**src/logic/mclf_pkg.sv**
```systemverilog
// Package: constants and carriers for the current-limit and lock supervisor
`default_nettype none
package mclf_pkg;
  // --------------------------------------------------------------------------
  // Register map
  // --------------------------------------------------------------------------
  localparam logic [3:0] ADDR_CTRL    = 4'h0;
  localparam logic [3:0] ADDR_MOTOR   = 4'h1;
  localparam logic [3:0] ADDR_FLAGS   = 4'h2;
  localparam logic [3:0] ADDR_STATUS  = 4'h3;
  localparam logic [3:0] ADDR_IRQ_ST  = 4'h4;
  localparam logic [3:0] ADDR_IRQ_MSK = 4'h5;
  // CTRL fields
  localparam int CTRL_ACC_LSB  = 0;
  localparam int CTRL_LCK_LSB  = 4;
  localparam int CTRL_EN_LSB   = 8;
  localparam int CTRL_AVS_LSB  = 14;
  localparam logic [31:0] CTRL_RST = 32'h0000_3F00;
  // MOTOR fields: phase resistance [7:0], back-EMF constant [15:8]
  localparam int MOT_RES_LSB = 0;
  localparam int MOT_KT_LSB  = 8;
  localparam logic [31:0] MOTOR_RST = 32'h0000_0000;
  // Lock flag bit positions
  localparam int N_COND     = 6;
  localparam int FLG_LCURR  = 0;
  localparam int FLG_NOMOT  = 3;
  localparam int FLG_STUCK  = 5;
  // Interrupt events: six lock flags, overcurrent, drivers released
  localparam int N_EVT      = 8;
  localparam int EVT_OVC    = 6;
  localparam int EVT_HIZ    = 7;
  // Threshold scales
  localparam logic [11:0] ACC_STEP_MA   = 12'h0C8;
  localparam logic [11:0] LCK_STEP_MA   = 12'h190;
  localparam logic [11:0] LCK_BASE_MA   = 12'h190;
  localparam logic [11:0] OVC_LIMIT_MA  = 12'hBB8;
  localparam logic [11:0] NOMOT_MIN_MA  = 12'h08C;
  // Timing
  localparam int LOCK_OFF_MS   = 5;
  localparam int CLK_MHZ       = 100;
  localparam int LOCK_OFF_CYC  = LOCK_OFF_MS * 1000 * CLK_MHZ;
  localparam int SURGE_NS      = 1000;
  localparam int SURGE_CYC     = SURGE_NS * CLK_MHZ / 1000;
  // --------------------------------------------------------------------------
  // Types
  // --------------------------------------------------------------------------
  typedef enum logic [1:0] {
    MCLF_RUN, MCLF_BRAKE, MCLF_HIZ, MCLF_LOCKED
  } mclf_state_t;
  typedef struct packed {
    logic        closed_loop;
    logic        restart;
    logic [11:0] phase_u_ma;
    logic [11:0] lowside_ma;
    logic [15:0] speed;
    logic [19:0] comm_period;
    logic        comm_tick;
    logic        loop_handoff;
    logic [2:0]  ext_lock;
  } mclf_sense_t;
  typedef struct packed {
    logic        drive_en;
    logic        brake;
    logic        cap_active;
    logic [31:0] volt_cap;
  } mclf_drive_t;
endpackage : mclf_pkg
`default_nettype wire

```
**src/logic/mclf_top.sv**
```systemverilog
// Current-limit, lock and fault supervisor for a sensorless motor driver
//
// Decided for this implementation: the address-and-strobe port and the register offsets.
`default_nettype none
module mclf_top
  import mclf_pkg::*;
#(
  parameter int LOCK_OFF_CYCLES = LOCK_OFF_CYC
) (
  input  wire logic        clk_i,
  input  wire logic        nrst_i,
  input  wire logic [3:0]  addr_i,
  input  wire logic [31:0] wdata_i,
  input  wire logic        wr_i,
  input  wire logic        rd_i,
  output logic      [31:0] rdata_o,
  input  wire mclf_sense_t sense_i,
  output mclf_drive_t      drive_o,
  output logic             irq_o
);

  // --------------------------------------------------------------------------
  // Registers
  // --------------------------------------------------------------------------
  logic [31:0]       ctrl_q;
  logic [31:0]       motor_q;
  logic [N_COND-1:0] flags_q;
  logic [N_EVT-1:0]  irq_st_q;
  logic [N_EVT-1:0]  irq_msk_q;
  mclf_state_t       state_q;
  logic [31:0]       timer_q;
  logic [19:0]       prev_period_q;
  logic              handoff_seen_q;
  logic              ovc_q;

  logic [3:0]        acc_thr;
  logic [2:0]        lck_thr;
  logic [N_COND-1:0] lock_en;
  logic              surge_en;
  logic [7:0]        res_ph;
  logic [7:0]        kt_ph;

  assign acc_thr  = ctrl_q[CTRL_ACC_LSB +: 4];
  assign lck_thr  = ctrl_q[CTRL_LCK_LSB +: 3];
  assign lock_en  = ctrl_q[CTRL_EN_LSB +: N_COND];
  assign surge_en = ctrl_q[CTRL_AVS_LSB];
  assign res_ph   = motor_q[MOT_RES_LSB +: 8];
  assign kt_ph    = motor_q[MOT_KT_LSB +: 8];

  // --------------------------------------------------------------------------
  // Detection
  // --------------------------------------------------------------------------
  logic [N_COND-1:0] cond;
  logic [11:0]       lck_limit;
  logic              ovc_trip;
  logic              act;

  assign lck_limit = 12'(LCK_BASE_MA + 12'(lck_thr) * LCK_STEP_MA);
  assign ovc_trip  = sense_i.lowside_ma > OVC_LIMIT_MA;

  always_comb begin
    cond = '0;
    cond[FLG_LCURR] = sense_i.lowside_ma > lck_limit;
    cond[2:1]       = sense_i.ext_lock[1:0];
    cond[FLG_NOMOT] = handoff_seen_q && sense_i.closed_loop &&
                      !(sense_i.phase_u_ma > NOMOT_MIN_MA);
    cond[4]         = sense_i.ext_lock[2];
    cond[FLG_STUCK] = sense_i.closed_loop && (prev_period_q != 20'h0_0000) &&
                      ({1'b0, sense_i.comm_period} >
                       {prev_period_q, 1'b0});
  end

  assign act = ovc_trip || |(cond & lock_en);

  always_ff @(posedge clk_i) begin
    if (!nrst_i) begin
      handoff_seen_q <= 1'b0;
    end else if (sense_i.restart) begin
      handoff_seen_q <= 1'b0;
    end else if (sense_i.loop_handoff) begin
      handoff_seen_q <= 1'b1;
    end
  end

  always_ff @(posedge clk_i) begin
    if (!nrst_i || sense_i.restart) begin
      prev_period_q <= 20'h0_0000;
    end else if (sense_i.comm_tick) begin
      prev_period_q <= sense_i.comm_period;
    end
  end

  // --------------------------------------------------------------------------
  // Fault flags
  // --------------------------------------------------------------------------
  // one flag per condition
  always_ff @(posedge clk_i) begin
    if (!nrst_i) begin
      flags_q <= '0;
    end else if (sense_i.restart) begin
      flags_q <= cond;
    end else begin
      flags_q <= flags_q | cond;
    end
  end

  always_ff @(posedge clk_i) begin
    if (!nrst_i || sense_i.restart) begin
      ovc_q <= 1'b0;
    end else if (ovc_trip) begin
      ovc_q <= 1'b1;
    end
  end

  // --------------------------------------------------------------------------
  // Drive state machine
  // --------------------------------------------------------------------------
  // Brake first so winding current decays before the bridge floats
  always_ff @(posedge clk_i) begin
    if (!nrst_i) begin
      state_q <= MCLF_RUN;
      timer_q <= 32'h0000_0000;
    end else begin
      unique case (state_q)
        MCLF_RUN: begin
          // release on overcurrent, lock or no motor
          if (act) begin
            state_q <= surge_en ? MCLF_BRAKE : MCLF_HIZ;
            timer_q <= 32'h0000_0000;
          end
        end
        MCLF_BRAKE: begin
          if (timer_q >= 32'(SURGE_CYC - 1)) begin
            state_q <= MCLF_HIZ;
            timer_q <= 32'h0000_0000;
          end else begin
            timer_q <= timer_q + 32'h0000_0001;
          end
        end
        MCLF_HIZ: begin
          state_q <= MCLF_LOCKED;
          timer_q <= 32'h0000_0000;
        end
        MCLF_LOCKED: begin
          if (timer_q >= 32'(LOCK_OFF_CYCLES - 1)) begin
            state_q <= MCLF_RUN;
            timer_q <= 32'h0000_0000;
          end else begin
            timer_q <= timer_q + 32'h0000_0001;
          end
        end
      endcase
    end
  end

  // --------------------------------------------------------------------------
  // Acceleration voltage cap
  // --------------------------------------------------------------------------
  logic [31:0] cap_calc;
  assign cap_calc = 32'(32'(acc_thr) * 32'(ACC_STEP_MA) * 32'(res_ph)) +
                    32'(32'(sense_i.speed) * 32'(kt_ph));

  always_ff @(posedge clk_i) begin
    if (!nrst_i) begin
      drive_o <= '0;
    end else begin
      drive_o.drive_en   <= (state_q == MCLF_RUN) && !act;
      // brake from the trip edge, no float gap
      drive_o.brake      <= (state_q == MCLF_RUN && act && surge_en) ||
                            (state_q == MCLF_BRAKE &&
                             timer_q < 32'(SURGE_CYC - 1));
      drive_o.cap_active <= sense_i.closed_loop && (acc_thr != 4'h0);
      drive_o.volt_cap   <= cap_calc;
    end
  end

  // --------------------------------------------------------------------------
  // Register bus and interrupts
  // --------------------------------------------------------------------------
  logic [N_EVT-1:0] evt;
  assign evt = {state_q == MCLF_BRAKE || (state_q == MCLF_RUN && act &&
                !surge_en), ovc_trip, cond};

  always_ff @(posedge clk_i) begin
    if (!nrst_i) begin
      ctrl_q    <= CTRL_RST;
      motor_q   <= MOTOR_RST;
      irq_msk_q <= '0;
    end else if (wr_i) begin
      if (addr_i == ADDR_CTRL) ctrl_q <= wdata_i;
      if (addr_i == ADDR_MOTOR) motor_q <= wdata_i;
      if (addr_i == ADDR_IRQ_MSK) irq_msk_q <= wdata_i[N_EVT-1:0];
    end
  end

  // Set beats write-one-to-clear in the same cycle
  always_ff @(posedge clk_i) begin
    if (!nrst_i) begin
      irq_st_q <= '0;
    end else begin
      irq_st_q <= (irq_st_q & ~((wr_i && addr_i == ADDR_IRQ_ST) ?
                   wdata_i[N_EVT-1:0] : '0)) | evt;
    end
  end

  assign irq_o = |(irq_st_q & irq_msk_q);

  always_ff @(posedge clk_i) begin
    if (!nrst_i) begin
      rdata_o <= 32'h0000_0000;
    end else if (rd_i) begin
      unique case (addr_i)
        ADDR_CTRL:    rdata_o <= ctrl_q;
        ADDR_MOTOR:   rdata_o <= motor_q;
        ADDR_FLAGS:   rdata_o <= {25'h0, ovc_q, flags_q};
        ADDR_STATUS:  rdata_o <= {30'h0, state_q};
        ADDR_IRQ_ST:  rdata_o <= {24'h0, irq_st_q};
        ADDR_IRQ_MSK: rdata_o <= {24'h0, irq_msk_q};
        default:      rdata_o <= 32'h0000_0000;
      endcase
    end else begin
      rdata_o <= 32'h0000_0000;
    end
  end
endmodule : mclf_top
`default_nettype wire

```
**config.mk**
```make
export PLATFORM = sky130hd
export DESIGN_NAME = mclf_top
export DESIGN_NICKNAME = d
export VERILOG_FILES = /design/src/logic/mclf_pkg.sv /design/src/logic/mclf_top.sv
export SDC_FILE = /design/constraint.sdc
export NUM_CORES = 1
export LEC_CHECK = 0
export BUFFER_PORTS_ARGS = -buffer_cell sky130_fd_sc_hd__buf_2
export CAP_MARGIN = 10
export CORE_MARGIN = 1
export CORE_UTILIZATION = 61
export CTS_CLUSTER_DIAMETER = 80
export DETAILED_ROUTE_END_ITERATION = 12
export GPL_TIMING_DRIVEN = 0
export PLACE_DENSITY = 0.94
export SETUP_SLACK_MARGIN = 0.5
export SLEW_MARGIN = 30
export SYNTH_ARGS = -nofsm -noshare
export SYNTH_HDL_FRONTEND = slang
export SYNTH_SLANG_ARGS = --single-unit
```
**constraint.sdc**
```tcl
create_clock -name clk_i -period 12.3 [get_ports clk_i]
set_input_delay 0.615 -clock clk_i [delete_from_list [all_inputs] [get_ports clk_i]]
set_output_delay 0.615 -clock clk_i [all_outputs]
set_load 0.05 [all_outputs]
```
Word-level counts from Yosys, hierarchy flattened. Index checks and enable logic that the tools add are counted.

Output and inout port bits: 68. Logic and storage cells: 90. Input bits: 107. Flip-flop bits (word level): 209.

Reduce and logical (&&, ||, !) cells: 31. $mul: 4. Magnitude comparators: 7. Multiplexer cells: 12. Add/subtract/negate cells: 3. Bitwise gates (word level): 7. Equality and inequality tests: 11.

Operators with widths (count): 32-bit one-hot mux with 6 select lines (1); 32-bit one-hot mux with 4 select lines (1); 32-bit 2-to-1 mux (3); 32-bit by 1-bit adder with 32-bit output, second input constant (1); 32-bit by 19-bit >= comparator with 1-bit output, second input constant (1); 32-bit by 7-bit >= comparator with 1-bit output, second input constant (1); 32-bit by 7-bit < comparator with 1-bit output, second input constant (1); 20-bit by 24-bit adder with 25-bit output (1); 16-bit by 8-bit multiplier with 24-bit output (1); 20-bit by 21-bit > comparator with 1-bit output (1); 20-bit nonzero test (1); 9-bit by 8-bit multiplier with 17-bit output (1); 8-bit bitwise AND (2); 9-bit by 12-bit adder with 12-bit output, first input constant (1); 12-bit > comparator (1); 12-bit > comparator, second input constant (1); 12-bit by 8-bit > comparator with 1-bit output, second input constant (1); 1-bit logical AND (11); 4-bit by 5-bit multiplier with 9-bit output, second input constant (1); 4-bit by 2-bit == test with 1-bit output, second input constant (2); 4-bit by 3-bit == test with 1-bit output, second input constant (2); 3-bit by 5-bit multiplier with 8-bit output, second input constant (1); 2-bit 2-to-1 mux (4); 8-bit 2-to-1 mux (1); other kinds (21) (33).

Logic depth before layout (Yosys ltp).
Depth in word-level cells: 10. Depth in mapped cells: 37. Gate-level depth less buffers: 36.

Worst setup path before layout. No wires, ideal clock.

Path kind: register to register. From: register ctrl_q[0]. To: register drive_o[23] in the netlist's numbering. Buffers on the path: 1. Data arrival time: 8.778 ns. Cell stages (with the launch flop): 37. Period minus slack after synthesis: 8.850 ns. Path slack: 3.450 ns. Library setup time: 0.072 ns. Required time: 12.228 ns. Path through: dfxtp_1 > clkbuf_1 > inv_1 > ha_1 > ha_1 > inv_1 > fa_1 > xnor2_1 > nand2_1 > fa_1 > inv_1 > fa_1 > fa_1 > inv_1 > fa_1 > inv_1 > ha_1 > or2_2 > a21oi_1 > a21oi_1 > a41o_1 > nor2_1 > xnor2_1 > ha_1 > fa_1 > inv_1 > fa_1 > fa_1 > inv_1 > ha_1 > a21o_1 > a21o_1 > a21oi_1 > o21ai_0 > a21o_1 > o41ai_1 > mux2i_1.

Cells in the longest elaborated chain, start to end: 3.

Ends and longest elaborated chain: start, declared (line mclf_top.sv:25) `logic [31:0] ctrl_q;`; start signal, assigned (line mclf_top.sv:190) `if (addr_i == ADDR_CTRL) ctrl_q <= wdata_i;`; 4-bit by 5-bit multiplier with 9-bit output (line mclf_top.sv:160) `assign cap_calc = 32'(32'(acc_thr) * 32'(ACC_STEP_MA) * 32'(res_ph)) +`; 9-bit by 8-bit multiplier with 17-bit output (line mclf_top.sv:160); 20-bit by 24-bit adder with 25-bit output (line mclf_top.sv:160); end, declared (line mclf_top.sv:18) `output mclf_drive_t drive_o,`.

Every way passes these cells. A chain may end at the register's enable or synchronous reset.

Final worst setup path. Ends and elaborated chain as after synthesis.

==> flow_metrics.env <==
export IMPL_timing_final_hold_violations=0
export IMPL_critPathArrivalTime_ns=10.77
export IMPL_syn_cell_area_mm2=0.0158
export IMPL_ant_nets=0
export IMPL_die_width_um=163
export IMPL_min_period_over_period_pct=84.0
export IMPL_cell_internal_pwr_mw=1.17
export IMPL_synth_async_sr_flop_share_pct=0
export IMPL_ys_flop_type="sky130_fd_sc_hd__dfxtp_1"
export IMPL_tightestPinTransition_ns=0.871
export IMPL_post_cts_resize_count=0
export IMPL_non_filler_instances=2416
export IMPL_area_growth_synth_to_final_pct=12.9
export IMPL_tritoncts="done"
export IMPL_power_switching_share_pct=28.3
export IMPL_ys_ff_latch=202
export IMPL_final_min_clock_period_ns=10.33
export IMPL_drc=0
export IMPL_grt_max_degree=15
export IMPL_cp_max_fo=10
export IMPL_coreArea_mm2=0.0253
export IMPL_final_design_area_no_fill_mm2=0.0179
export IMPL_result_of_the_run="finished clean"
export IMPL_postPlaceCellArea_mm2=0.0171
export IMPL_post_synth_num_cell_types=75
export IMPL_ir_worst_vdd_uv=139
export IMPL_netlist_top_cell_by_area="sky130_fd_sc_hd__dfxtp_1"
export IMPL_hold_path_class="in2reg"
export IMPL_wire_length_of_the_first_global_routing_pass_um=69000
export IMPL_seq_power_share_pct=41.9
export IMPL_timing_slew_headroom_pct=41.8
export IMPL_synth_largest_type_area_fraction_pct=25.5
export IMPL_clkTransAtPathRegs_ns=0.06
export IMPL_synth_edff_count=0
export IMPL_worst_path_max_delay_cell="sky130_fd_sc_hd__xnor2_1"
export IMPL_full_die_area_mm2=0.0266
export IMPL_synth_most_common_cell="sky130_fd_sc_hd__nand2_1"
export IMPL_grt_remaining_overflow=0
export IMPL_routed_via_count=14200
export IMPL_final_max_slew_violation_count=0
export IMPL_synth_cells=1875
export IMPL_totalNegativeSetupSlack_ns=0
export IMPL_timing_critical_path_from_type="flip-flop"
export IMPL_detailedPlacementHpwl_um=33200
export IMPL_netlist_top_cells_count="sky130_fd_sc_hd__nand2_1, sky130_fd_sc_hd__inv_1, sky130_fd_sc_hd__dfxtp_1, sky130_fd_sc_hd__fa_1, sky130_fd_sc_hd__a21oi_1"
export IMPL_drv_max_cap_violation_count=0
export IMPL_port_buffer_count=162
export IMPL_ys_warnings_count=0
export IMPL_p_sw_mw=0.463
export IMPL_initial_core_util_pct=62.5
export IMPL_cts_buffers_inserted=22
export IMPL_cts_setup_buffers=0
export IMPL_layout_nets=2455
export IMPL_crit_path_frequent_cell="sky130_fd_sc_hd__fa_1"
export IMPL_critical_path_max_stage_delay_ns=0.65
export IMPL_die_ht_um=163
export IMPL_crit_path_end_kind="flip-flop"
export IMPL_grt_antenna_before_repair=4
export IMPL_cts_hold_buffers_added=0
export IMPL_max_freq_mhz=96.8
export IMPL_gp_routability_congestion=0.970
export IMPL_synth_avg_cell_area_um2=8.44
export IMPL_worst_clock_skew_ns=0.0133
export IMPL_clk_root_buffer_cell="sky130_fd_sc_hd__clkbuf_16"
export IMPL_clk_latency_ns=0.54
export IMPL_rows=58
export IMPL_power_per_cell_area_mw_per_mm2=91.6
export IMPL_drt_pass1_iter_count=6
export IMPL_dp_cells=2373
export IMPL_initialDrtViolationCount=1413
export IMPL_total_clock_sinks=202
export IMPL_cellLeakagePower_nw=8.16
export IMPL_grt_total_usage_pct=32.7
export IMPL_route_detailed_vias_per_inst=5.90
export IMPL_cts_buffer_depth=3
export IMPL_comb_power_share_pct=14.7
export IMPL_seq_area_frac_synth_pct=25.5
export IMPL_setup_viol=0
export IMPL_p_clk_share_pct=43.5
export IMPL_area_contributors_post_synth="sky130_fd_sc_hd__dfxtp_1, sky130_fd_sc_hd__fa_1, sky130_fd_sc_hd__ha_1, sky130_fd_sc_hd__nand2_1, sky130_fd_sc_hd__inv_1"
export IMPL_worstPathRequired_ns=12.74
export IMPL_cts_htree_levels=1
export IMPL_first_global_vias=14100
export IMPL_io_pin_count=175
export IMPL_route_detailed_wl_per_inst_um=17.9
export IMPL_grt_setup_unrepaired="false"
export IMPL_postLayoutCoreUtil_pct=70.5
export IMPL_crit_type="reg2reg"
export IMPL_wl_um=43200
export IMPL_fraction_of_layout_instances_using_a_drive_strength_above_1_pct=11.6
[power by group through the flow]
stage          Combinational, mW  Sequential, mW  Clock (mW)
3_3_place_gp               0.224           0.698           0
3_5_place_dp               0.233           0.699           0
6_report                   0.240           0.685       0.711
5_1_grt                    0.259           0.685       0.738
4_1_cts                    0.235           0.684       0.713
2_1_floorplan              0.148           0.702           0
[area by class of cell]
type	count	area (um^2)
Buffer	101	448
Tap cell	330	413
Timing Repair Buffer	162	811
Multi-Input combinational cell	1340	10500
Inverter	238	893
Sequential cell	202	4040
Clock buffer	29	607
Antenna cell	3	7.51
Clock inverter	11	170
Fill cell	1806	7460
[stage by stage]
stage	setup slack, ns	hold slack (ns)	total power [mW]
after CTS	2.02	0.281	1.63
after global routing	1.47	0.312	1.68
after floorplan	3.45	0.431	0.851
after global placement	2.40	0.442	0.922
final	1.97	0.287	1.64
after detailed placement	2.06	0.447	0.931
[worst paths after layout]
kind | startpoint | endpoint | slack (ns) | depth (start not counted)
min reg2reg | motor_q[30] | motor_q[30] | 0.46 | 2
min | sense_i[3] | handoff_seen_q | 0.29 | 3
max | ctrl_q[0] | drive_o[23] | 1.97 | 36
max reg2reg | ctrl_q[0] | drive_o[23] | 1.97 | 36
[layer usage]
| layer | share of wire [%] | global-route usage (%) | up-vias |
|---|---|---|---|
| li1 | - | - | 6509 |
| met1 | 37 | 39.2 | 6813 |
| met2 | 49 | 56.6 | 770 |
| met3 | 9.4 | 5.94 | 151 |
| met4 | 4.8 | 15.2 | 2 |
| met5 | 0.023 | 0 | - |
[critical path, delay by kind of cell, from the launching register on]
family | cells | cell delay [ns]
fa+ha+maj | 13 | 5.46
compound gates | 9 | 1.72
buf+inv | 8 | 0.88
xor+xnor | 2 | 0.79
simple gates | 3 | 0.60
flops | 1 | 0.45
mux | 1 | 0.32
[flip-flops by register name, indices dropped and copies added (netlist names)]
| register | count |
|---|---|
| motor_q | 32 |
| rdata_o | 32 |
| flags_q | 6 |
| handoff_seen_q | 1 |
| irq_msk_q | 8 |
| state_q | 2 |
| drive_o | 28 |
| ctrl_q | 32 |
| prev_period_q | 20 |
| ovc_q | 1 |
| timer_q | 32 |
| irq_st_q | 8 |
[cell usage in the layout, fill, tap and decap left out, types with 6 or more instances in the layout]
master	n
sky130_fd_sc_hd__a211oi_1	8
sky130_fd_sc_hd__a21o_1	10
sky130_fd_sc_hd__a21oi_1	137
sky130_fd_sc_hd__a22oi_1	40
sky130_fd_sc_hd__a31oi_1	17
sky130_fd_sc_hd__and2_1	115
sky130_fd_sc_hd__and3_1	15
sky130_fd_sc_hd__buf_2	169
sky130_fd_sc_hd__buf_4	10
sky130_fd_sc_hd__clkbuf_1	80
sky130_fd_sc_hd__clkbuf_16	22
sky130_fd_sc_hd__conb_1	7
sky130_fd_sc_hd__dfxtp_1	202
sky130_fd_sc_hd__fa_1	145
sky130_fd_sc_hd__ha_1	136
sky130_fd_sc_hd__inv_1	238
sky130_fd_sc_hd__mux2i_1	26
sky130_fd_sc_hd__nand2_1	292
sky130_fd_sc_hd__nand2b_1	14
sky130_fd_sc_hd__nand3_1	35
sky130_fd_sc_hd__nand3b_1	6
sky130_fd_sc_hd__nand4_1	11
sky130_fd_sc_hd__nor2_1	108
sky130_fd_sc_hd__nor2b_1	17
sky130_fd_sc_hd__nor3_1	18
sky130_fd_sc_hd__nor4_1	15
sky130_fd_sc_hd__o211ai_1	6
sky130_fd_sc_hd__o21a_1	7
sky130_fd_sc_hd__o21ai_0	13
sky130_fd_sc_hd__o21ai_1	13
sky130_fd_sc_hd__o22ai_1	13
sky130_fd_sc_hd__or3_1	8
sky130_fd_sc_hd__xnor2_1	17
sky130_fd_sc_hd__xor2_1	15
[logic make-up (layout without fill, tap and decap cells)]
| kind of cell | Yosys count | in the layout | share of synthesized area [%] |
|---|---|---|---|
| multiplexers | 28 | 28 | 1.79 |
| XOR/XNOR | 32 | 32 | 1.77 |
| buffers and inverters | 339 | 541 | 8.47 |
| AND/OR/NAND/NOR | 688 | 688 | 21.1 |
| flip-flops | 202 | 202 | 25.5 |
| AO/OA/AOI/OAI | 304 | 304 | 12.2 |
| other | 1 | 10 | 0.0237 |
| adder cells (fa/ha/maj) | 281 | 281 | 29.1 |
Power figures use the tool's default switching activity.
